$ cat src/shared/pco_pkg.sv
package pco_pkg;
    localparam int PCO_CNT_W = 32;
    localparam int PCO_PW_W = 16;
    localparam logic [PCO_CNT_W-1:0] PCO_CNT_ZERO = 32'h0000_0000;
    localparam logic [PCO_CNT_W-1:0] PCO_CNT_ONE = 32'h0000_0001;
    localparam logic [PCO_PW_W-1:0] PCO_PW_ZERO = 16'h0000;
    localparam logic [PCO_PW_W-1:0] PCO_PW_ONE = 16'h0001;

    typedef enum logic [1:0] {
        PCO_IDLE = 2'b00,
        PCO_RUN = 2'b01,
        PCO_HIT = 2'b11
    } pco_state_t;

    typedef struct packed {
        logic one_shot;
        logic level_high;
        logic [PCO_CNT_W-1:0] preset_count;
        logic [PCO_PW_W-1:0] pulse_ticks;
    } pco_cfg_t;
endpackage

$ cat src/hdl/pco_preset_count_output.sv
`timescale 1ns/10ps
module pco_preset_count_output (
    input wire logic mclk,
    input wire logic rst_b,
    input pco_pkg::pco_cfg_t cfg,
    input wire logic external_control_input,
    input wire logic local_clear,
    input wire logic count_fwd,
    input wire logic count_rev,
    output logic contact_output_one,
    output logic [pco_pkg::PCO_CNT_W-1:0] fwd_total_q,
    output logic [pco_pkg::PCO_CNT_W-1:0] rev_total_q,
    output logic [pco_pkg::PCO_CNT_W-1:0] preset_point_q,
    output logic counting
);
    import pco_pkg::*;

    logic hold;
    logic clear;
    logic reached;
    logic [PCO_CNT_W-1:0] running;
    logic [PCO_PW_W-1:0] width_q;
    pco_state_t state_q;

    assign hold = cfg.level_high ? external_control_input : !external_control_input;
    assign clear = hold || local_clear;
    assign counting = !hold;
    // The running count wraps at the counter width, like each total does.
    assign running = PCO_CNT_W'(fwd_total_q + rev_total_q);
    assign reached = running >= preset_point_q;

    always_ff @(posedge mclk or negedge rst_b) begin
        if (!rst_b) begin
            fwd_total_q <= PCO_CNT_ZERO;
            rev_total_q <= PCO_CNT_ZERO;
        end else if (clear) begin
            fwd_total_q <= PCO_CNT_ZERO;
            rev_total_q <= PCO_CNT_ZERO;
        end else begin
            if (count_fwd) begin
                fwd_total_q <= fwd_total_q + PCO_CNT_ONE;
            end
            if (count_rev) begin
                rev_total_q <= rev_total_q + PCO_CNT_ONE;
            end
        end
    end

    always_ff @(posedge mclk or negedge rst_b) begin
        if (!rst_b) begin
            preset_point_q <= PCO_CNT_ZERO;
        end else if (clear) begin
            preset_point_q <= cfg.preset_count;
        end else if (cfg.one_shot && reached) begin
            preset_point_q <= PCO_CNT_W'(preset_point_q + cfg.preset_count);
        end
    end

    always_ff @(posedge mclk or negedge rst_b) begin
        if (!rst_b) begin
            state_q <= PCO_IDLE;
            width_q <= PCO_PW_ZERO;
        end else if (clear) begin
            state_q <= PCO_IDLE;
            width_q <= PCO_PW_ZERO;
        end else if (reached) begin
            state_q <= PCO_HIT;
            width_q <= cfg.pulse_ticks;
        end else if (state_q == PCO_HIT && cfg.one_shot) begin
            if (width_q <= PCO_PW_ONE) begin
                state_q <= PCO_RUN;
                width_q <= PCO_PW_ZERO;
            end else begin
                width_q <= width_q - PCO_PW_ONE;
            end
        end else if (state_q == PCO_IDLE) begin
            state_q <= PCO_RUN;
        end
    end

    assign contact_output_one = (state_q == PCO_HIT);
endmodule

$ cat config.mk
export PLATFORM = sky130hd
export DESIGN_NAME = pco_preset_count_output
export DESIGN_NICKNAME = d
export VERILOG_FILES = /design/src/shared/pco_pkg.sv /design/src/hdl/pco_preset_count_output.sv
export SDC_FILE = /design/constraint.sdc
export NUM_CORES = 1
export LEC_CHECK = 0
export ABC_AREA = 1
export BUFFER_PORTS_ARGS = -buffer_cell sky130_fd_sc_hd__buf_4
export CELL_PAD_IN_SITES_DETAIL_PLACEMENT = 1
export CELL_PAD_IN_SITES_GLOBAL_PLACEMENT = 1
export CORE_UTILIZATION = 38
export DETAILED_ROUTE_END_ITERATION = 12
export PLACE_DENSITY = 0.81
export SLEW_MARGIN = 20
export SYNTH_ARGS = -nofsm -noshare
export SYNTH_HDL_FRONTEND = slang
export SYNTH_SLANG_ARGS = --single-unit
$ cat constraint.sdc
create_clock -name mclk -period 3.8 [get_ports mclk]
set_clock_uncertainty 0.05 [all_clocks]
set_input_delay 0.76 -clock mclk [delete_from_list [all_inputs] [get_ports mclk]]
set_output_delay 0.76 -clock mclk [all_outputs]
set_load 0.01 [all_outputs]
==> run summary, run 1 <==
Setup violations remaining at the end of the flow were counted as 0. In this run, CTS created clock tree buffers numbering 17. For the total number of yosys warnings, the log shows 0.

The floorplan step set the die width to 177 um. The die covers 0.0313 mm2. In this run the tightest slew margin relative to its limit is 50.9%. The most used flip-flop cell after synthesis is dfrtp_1.

The synthesized netlist contains 50 unique library cells. The multi-input combinational cells in the finished layout cover a total of 0.00788 mm2. The later pin in the worst-skew pair is clocked with a latency of 0.44 ns. The adder-cell share of the synthesized area is 10.9%. The highest layer touched by signal routing is met4. After routing the design area is 0.0148 mm2. The mapped netlist covers 0.0116 mm2.

The part of the Yosys area used for sequential elements is 24.6%. For the deepest level of the CTS H-tree, the log shows 4. Launching element type of the critical path: a register.

Complex-gate fraction of the synthesized area: 12.1%. Of all cell types, the one taking the most synthesized area is dfrtp_1. Setup repair after global routing could not meet its margin everywhere. The run gives 0.00286 mm2 as the storage element area. In this run the clock root is driven by a clkbuf_16.

For the filler cell count, the log shows 4056. In this run the critical register-to-register path is captured at preset_point_q[22]. For the number of vias in the routed layout, the log shows 13700. The number of antenna diodes in the final layout is 0. The area added between synthesis and finish was 27.6%.

Across all register-to-register paths, the minimum setup slack is 0.08 ns. For this run, asynchronously set or reset flops after synthesis account for 100%. The initial utilization of the core area, before any placement, comes to 38.9%.

The synthesis-stage register bit count is 114. Wire segments on met2 add up to 24000 um in the final route. The tools report the number of ports placed on the die boundary as 154. For the wire length on met1, the log shows 20300 um.

Ranked by instance count, the synthesized netlist is headed by 599 x nand2_1, 269 x inv_1, 187 x nor2_1, 121 x nand3_1, 117 x a21oi_1. The share of synthesized area in the top cell type comes to 24.6%. The logs give 0 for the number of maximum-capacitance violations and 4.07 ns for the worst endpoint required time. Dividing the final minimum period by the clock period gives 97.9%.

The tools report the highest clock rate as 269 MHz. The clock period minus worst slack works out to 3.72 ns. The fraction of final layout cells sized beyond drive strength 1 came out at 17.7%. For the clock sink total, the log shows 114. In the final design database the tool counted 2264 nets. The run finished with clean final reports. Data on the critical path arrives at its endpoint at 3.99 ns. For this design the ratio of total power to cell area is 404 mW/mm2. The launch point of the worst reg-to-reg path is rev_total_q[20]. Initial antenna violation count: 0. The maximum number of pins on one net before global-route repair is 66.

The path class of the tightest hold or removal check is in -> async. Before antenna repair, the detailed router went through 5 iterations. The cell count after synthesis was 1878; the total length of routed met3 wires was 1760 um. The peak ir drop on the vdd network was 296 uV. Once placement finished, the instance area stood at 0.0137 mm2. The start-to-end type of the worst setup path is reg -> reg.

Of the post-synthesis cell area, the part taken by muxes is 0%. In this run the mean area of a mapped cell was 6.19 um2. The analysis attributes to cell leakage a power of 7.87 nW. Aggregate routed wire length: 47400 um. Count of cells along the worst register-to-register path: 21. Once detail routing completed, the nets flagged for antenna violations numbered 0. The run gives 2 as the maximum buffer depth of the clock tree.

Global routing finished with a remaining overflow of 0. The final routed DRC violation total was 0; the detail-routed via count per cell was 5.44. The xor and xnor fraction of the mapped netlist area was 3.69%. After synthesis, the cell types taking the most area are dfrtp_1 25%, nand2_1 19%, ha_1 11%. TritonCTS built the clock tree. The clock edge transition at the registers on the reported setup and hold paths is 0.06 ns. The count of flip-flops with a built-in enable after synthesis came out at 0. The max-slew violation count is 0. The transition time at the pin with the least slew margin is 0.737 ns. The number of global-route vias before repair is 14200. Global routing consumed, over all layers together, 29.9% of the routing resources. The height of the die was 177 um. After Yosys synthesis, and, or, nand and nor cells account for 38.3% of the synthesized area. The tools report the placed wire-length estimate as 36400 um. The congestion estimate from routability-driven global placement came to 0.931.

After routing, the total negative slack on setup checks comes to 0 ns. The worst setup path is captured at a register. After detailed routing, the average wire length per cell comes to 18.9 um.

The DRC marker count from the first detailed-route iteration was 734. Along the worst path, the maximum fanout reaches 12. By instance count, the leading cell after synthesis is nand2_1.

The first global-routing pass estimated 73400 um of wire. The floorplan step defined a core boundary enclosing 0.0299 mm2. For the post-synthesis net count, the log shows 2034.

After synthesis, the largest family of logic cells by area is simple AND/OR/NAND/NOR gates. In this run the tool buffered the top-level ports with 153 buffer cells. The number of hold-slack violations in the final timing report came out at 0. The floorplan has 63 rows.

For this design, the CTS-stage hold fixing added 0 buffers.
==> placed cells by master (no fill, tap or decap), types with 5 or more instances in the layout <==
cell type / instances
inv_1: 266
or2_2: 6
o21ai_0: 77
a21oi_1: 107
clkbuf_16: 20
nor3_2: 6
nand2_1: 590
nand3_1: 120
inv_2: 5
o21ai_2: 5
xnor2_1: 14
nor4_1: 8
o21ai_1: 27
ha_1: 80
nand2_4: 5
nand2_2: 11
buf_4: 237
nor3_1: 36
nand4_1: 56
nor2_1: 178
nor2_2: 10
ha_4: 7
xor2_1: 35
nor2_4: 7
dfrtp_1: 112
a21oi_2: 10
ha_2: 11
==> where the power goes <==
| part | total (mW) | switching [mW] | internal [mW] |
|---|---|---|---|
| registers | 1.56 | 0.202 | 1.36 |
| clock network | 1.78 | 0.679 | 1.10 |
| logic | 2.64 | 1.68 | 0.960 |
==> state kept, by name, summed over array words and instances (netlist names) <==
register and count:
fwd_total_q 32, rev_total_q 32, state_q 2, preset_point_q 32, width_q 16
==> through the flow <==
step / std cells / setup WS (ns) / power (mW) / utilization, % / hold WS, ns
floorplan: 1878 / 0.0939 / 3.35 / - / 0.399
global placement: 2469 / 0.105 / 4.00 / 46.0 / 0.421
detailed placement: 2469 / -0.0846 / 4.13 / 46.0 / 0.429
CTS: 2502 / 0.0198 / 5.94 / 48.1 / 0.338
global route: 2511 / -0.0903 / 6.41 / 49.6 / 0.372
finish: 2511 / 0.0816 / 5.98 / 49.6 / 0.314
==> routing by layer <==
layer	track usage, %	vias to the layer above
met5	0	-
met4	11.2	0
met3	3.44	90
met2	53.6	359
met1	36.5	6651
li1	-	6551
==> worst max-delay path, stage by stage, from the launching register on <==
cell	delay (ns)
dfrtp_1	0.43
ha_1	0.39
a21oi_1	0.22
o21ai_0	0.19
a21oi_1	0.25
inv_1	0.07
a31oi_1	0.19
nand3_1	0.11
nand2_1	0.08
inv_1	0.04
ha_1	0.28
a21oi_1	0.16
nor2_1	0.07
nor3_2	0.11
nand2_1	0.12
a21oi_4	0.22
nand2_4	0.08
nand2_4	0.08
nand2_8	0.09
clkbuf_16	0.21
nand2_1	0.06
o21ai_1	0.07
==> how the worst max path moves through the flow <==
stage / startpoint / end / slack (ns) / depth (start not counted)
final: rev_total_q[20] / preset_point_q[22] / 0.08 / 21
after global routing: fwd_total_q[14] / width_q[9] / -0.09 / 21
after CTS: rev_total_q[11] / width_q[13] / 0.02 / 22
after detailed placement: rev_total_q[0] / width_q[9] / -0.08 / 22
after global placement: fwd_total_q[0] / width_q[0] / 0.10 / 22
after floorplan: rev_total_q[0] / preset_point_q[13] / 0.09 / 24
==> cell type report <==
type / instances / area share, %
Clock buffer: 17 / 2.87
Timing Repair Buffer: 245 / 13.1
Sequential cell: 114 / 19.3
Inverter: 272 / 6.90
Clock inverter: 15 / 1.38
Multi-Input combinational cell: 1458 / 53.1
Tap cell: 390 / 3.29
==> repair_timing <==
item | CTS | global route
buffers inserted | 1 | 5
pin swaps | 1 | 17
resized for setup | 4 | 87
gates cloned | 0 | 4
setup endpoints to repair | 28 | 50
==> cells by family after synthesis <==
logic type	after synthesis
and+or+nand+nor	1048
buffers and inverters	306
AOI/OAI and AO/OA	261
DFF	114
adders and majority gates	100
xor gates and xnor gates	49
Note: power is estimated with default switching activity, not from simulation.
==> run 2: changes to the inputs <==
Settings changed: CORE_MARGIN set to 4.
==> run summary, run 2 (synthesis gave the netlist of run 1 again) <==
The area added between synthesis and finish is 28.1%. The highest clock rate was 270 MHz. The run gives 0 as the max-slew violation count. On the critical path, the stage with the largest delay is an instance of dfrtp_1. The clock insertion delay at the later pin of the skew report came out at 0.44 ns. Summed over all layers, the routed wires come to 48600 um. The clock passes through at most 2 buffers. The number of global-route vias before repair came out at 14400.

The number of detailed-route iterations in the first pass is 5. For the pin with the worst max-slew slack, the measured transition is 0.863 ns. The most numerous cell type found on the critical path is nand2_1.

The initial antenna violation count came out at 0. Setup violations remaining at the end of the flow were counted as 0. The count of buffers added on input and output ports is 153. At the end of the flow the core is filled with cells to 49.8%.

Leaving out fill and tap cells, the most frequent cell in the layout is nand2_1. The worst setup path is of the reg -> reg kind. The storage element area came out at 0.00285 mm2. In this run the remaining antenna-violating nets after routing total 0. After clock tree synthesis, the clock-pin slew on the worst setup and hold paths is 0.06 ns. Headroom to the max-slew limit came out at 42.5%. After routing, the total negative slack on setup checks comes to 0 ns. The gate family responsible for the most delay along the worst path is simple AND/OR/NAND/NOR gates.

The worst register-to-register path begins at rev_total_q[15]. The final global-route overflow total was 0; the peak ir drop on the vdd network was 281 uV. Traced cell by cell, the critical path runs through ha_4 -> nand2_1 -> nor2_2 -> inv_1 -> nor3_1 -> buf_4 -> nand4_1 -> nand3_2 -> a21oi_1 -> xnor2_1 -> ha_1 -> nand2_1 -> nor2_2 -> nand4_1 -> nor2_1 -> nand2_2 -> nand2_4 -> nand2_2 -> nand2_4 -> clkbuf_16 -> nand2_1 -> o21ai_1.

The tools report the launching element type of the critical path as a register. The placed wire-length estimate is 36500 um. The number of clock buffers added by TritonCTS is 17. Once placement completed, the tool counted placed cells totaling 2471. For this block, the initial DRC count from the detailed router was 917. The number of buffers and inverters on the critical path is 3. For the starting utilization of the core area, the log shows 38.9%. The filler cell count is 4076, and the area of the die is 0.0334 mm2. On the worst path, the slowest cell contributes a delay of 0.45 ns. For this design the static power due to leakage is 7.85 nW.

The root buffer cell chosen for the clock tree is clkbuf_16. The tools report the number of maximum-capacitance violations as 0. The routed length per placed instance is 19.3 um, and the power density over cell area is 400 mW/mm2. In the layout the commonest cells are 591 x nand2_1, 268 x inv_1, 238 x buf_4, 177 x nor2_1, 120 x nand3_1. Measured along the y axis, the die boundary spans 183 um. The number of vias in the routed layout is 13800, and the detail-routed via count per cell is 5.48.

The total number of cells along the worst setup path was 22. The final instance count without filler cells was 2512. Entering global routing, the biggest net connects 62 pins.

The tools report the endpoint kind of the worst setup timing path as a register. The number of cells on the worst reg-to-reg path is 22. In this run the number of H-tree levels came out at 4. In the final layout, the share of cells above drive strength 1 is 17.6%. For the worst setup path, the data required time is 4.09 ns. The number of nets in the final layout is 2265.

The multi-input combinational cells in the finished layout cover a total of 0.00793 mm2. The number of standard-cell rows in the floorplan was 63. Die extent in x: 183 um. Tracing the worst setup path back leads to its startpoint at rev_total_q[15]. For the worst setup path, the data arrival time is 4.00 ns.

Setup repair after global routing could not meet its margin everywhere. The final routed DRC violation total came out at 0. Subtracting the final worst setup slack from the clock period gives 3.70 ns. In the final layout, the registers with the most flip-flops are fwd_total_q: 32 flops, preset_point_q: 32 flops, rev_total_q: 32 flops. TritonCTS built the clock tree. The logs give 114 for the clock sink total and 74100 um for the first-pass GRT wire length.

0 antenna diodes ended up in the layout. The logs give 0 for the number of hold-slack violations in the final timing report and 0.379 ns for the final worst hold slack. Pin placement for this block handled 154 I/O pins. The run finished with clean final reports.

The run gives 0.0299 mm2 as the area of the core. Worst min-delay path category: in -> async. For this run, the total global-route usage over all layers was measured as 27.2%.

Of all nets on the critical path, the largest fanout is 6. At the end of routability-driven placement, the weighted congestion stood at 0.900. After layout, the worst path uses 97.5% of the clock period.
[run 2: changes by cell type in the layout (fill, tap and decap cells not counted), moves of 3 or more]
cell	delta
ha_2	-6
nor2_2	+4
ha_1	-5
ha_4	+11
nor2_4	-3
[run 2: per-layer routing]
layer | up-vias | routed length [um] | GRT usage, %
met1 | 6732 | 20800 | 34.5
li1 | 6548 | - | -
met4 | 0 | 1670 | 9.51
met2 | 383 | 24000 | 48.0
met3 | 97 | 2120 | 3.27
met5 | - | 0 | 0
[run 2: worst reg2reg max path, cell delays in order (launching register included)]
cell,delay [ns]
dfrtp_1,0.45
ha_4,0.34
nand2_1,0.12
nor2_2,0.18
inv_1,0.08
nor3_1,0.14
buf_4,0.15
nand4_1,0.11
nand3_2,0.13
a21oi_1,0.08
xnor2_1,0.17
ha_1,0.31
nand2_1,0.09
nor2_2,0.13
nand4_1,0.14
nor2_1,0.16
nand2_2,0.11
nand2_4,0.10
nand2_2,0.07
nand2_4,0.16
clkbuf_16,0.20
nand2_1,0.06
o21ai_1,0.10
[run 2: repair_timing]
item                       4_1_cts  5_1_grt
setup endpoints to repair       48       50
buffers inserted                 0        5
hold buffers                     0        0
resized for setup                6       80
hold endpoints to repair         0        0
pin swaps                        0       13
cloned                           1        3
[run 2: worst paths after layout]
path | endpoint | slack (ns)
max | preset_point_q[13] | 0.1
min | width_q[0] | 0.38
max reg2reg | preset_point_q[13] | 0.1
min reg2reg | width_q[1] | 0.46
max in group asynchronous | rev_total_q[18] | 2.48
min in group mclk | width_q[1] | 0.46
[run 2: per-stage QoR]
| stage | area (um2) | power [mW] | worst slack (ns) |
|---|---|---|---|
| global route | 14900 | 6.41 | -0.109 |
| detailed placement | 13700 | 4.13 | -0.113 |
| floorplan | 11600 | 3.35 | 0.0939 |
| CTS | 14400 | 5.91 | 0.0255 |
| finish | 14900 | 5.96 | 0.0962 |
| global placement | 13700 | 4.02 | 0.125 |
[run 2: area by class of cell]
type / count / share of cell area [%]
clock inverters: 14 / 1.19
well taps: 390 / 3.28
multi-input cells: 1458 / 53.3
clock buffers: 18 / 2.95
flip-flops and latches: 114 / 19.2
repair buffers: 246 / 13.2
inverters: 272 / 6.87
[run 2: power by group]
part	leakage [nW]	switching [mW]	internal [mW]	total, mW
clock network	0.302	0.685	1.06	1.74
logic	6.03	1.69	0.960	2.65
registers	1.52	0.203	1.36	1.56
total	7.85	2.58	3.38	5.96
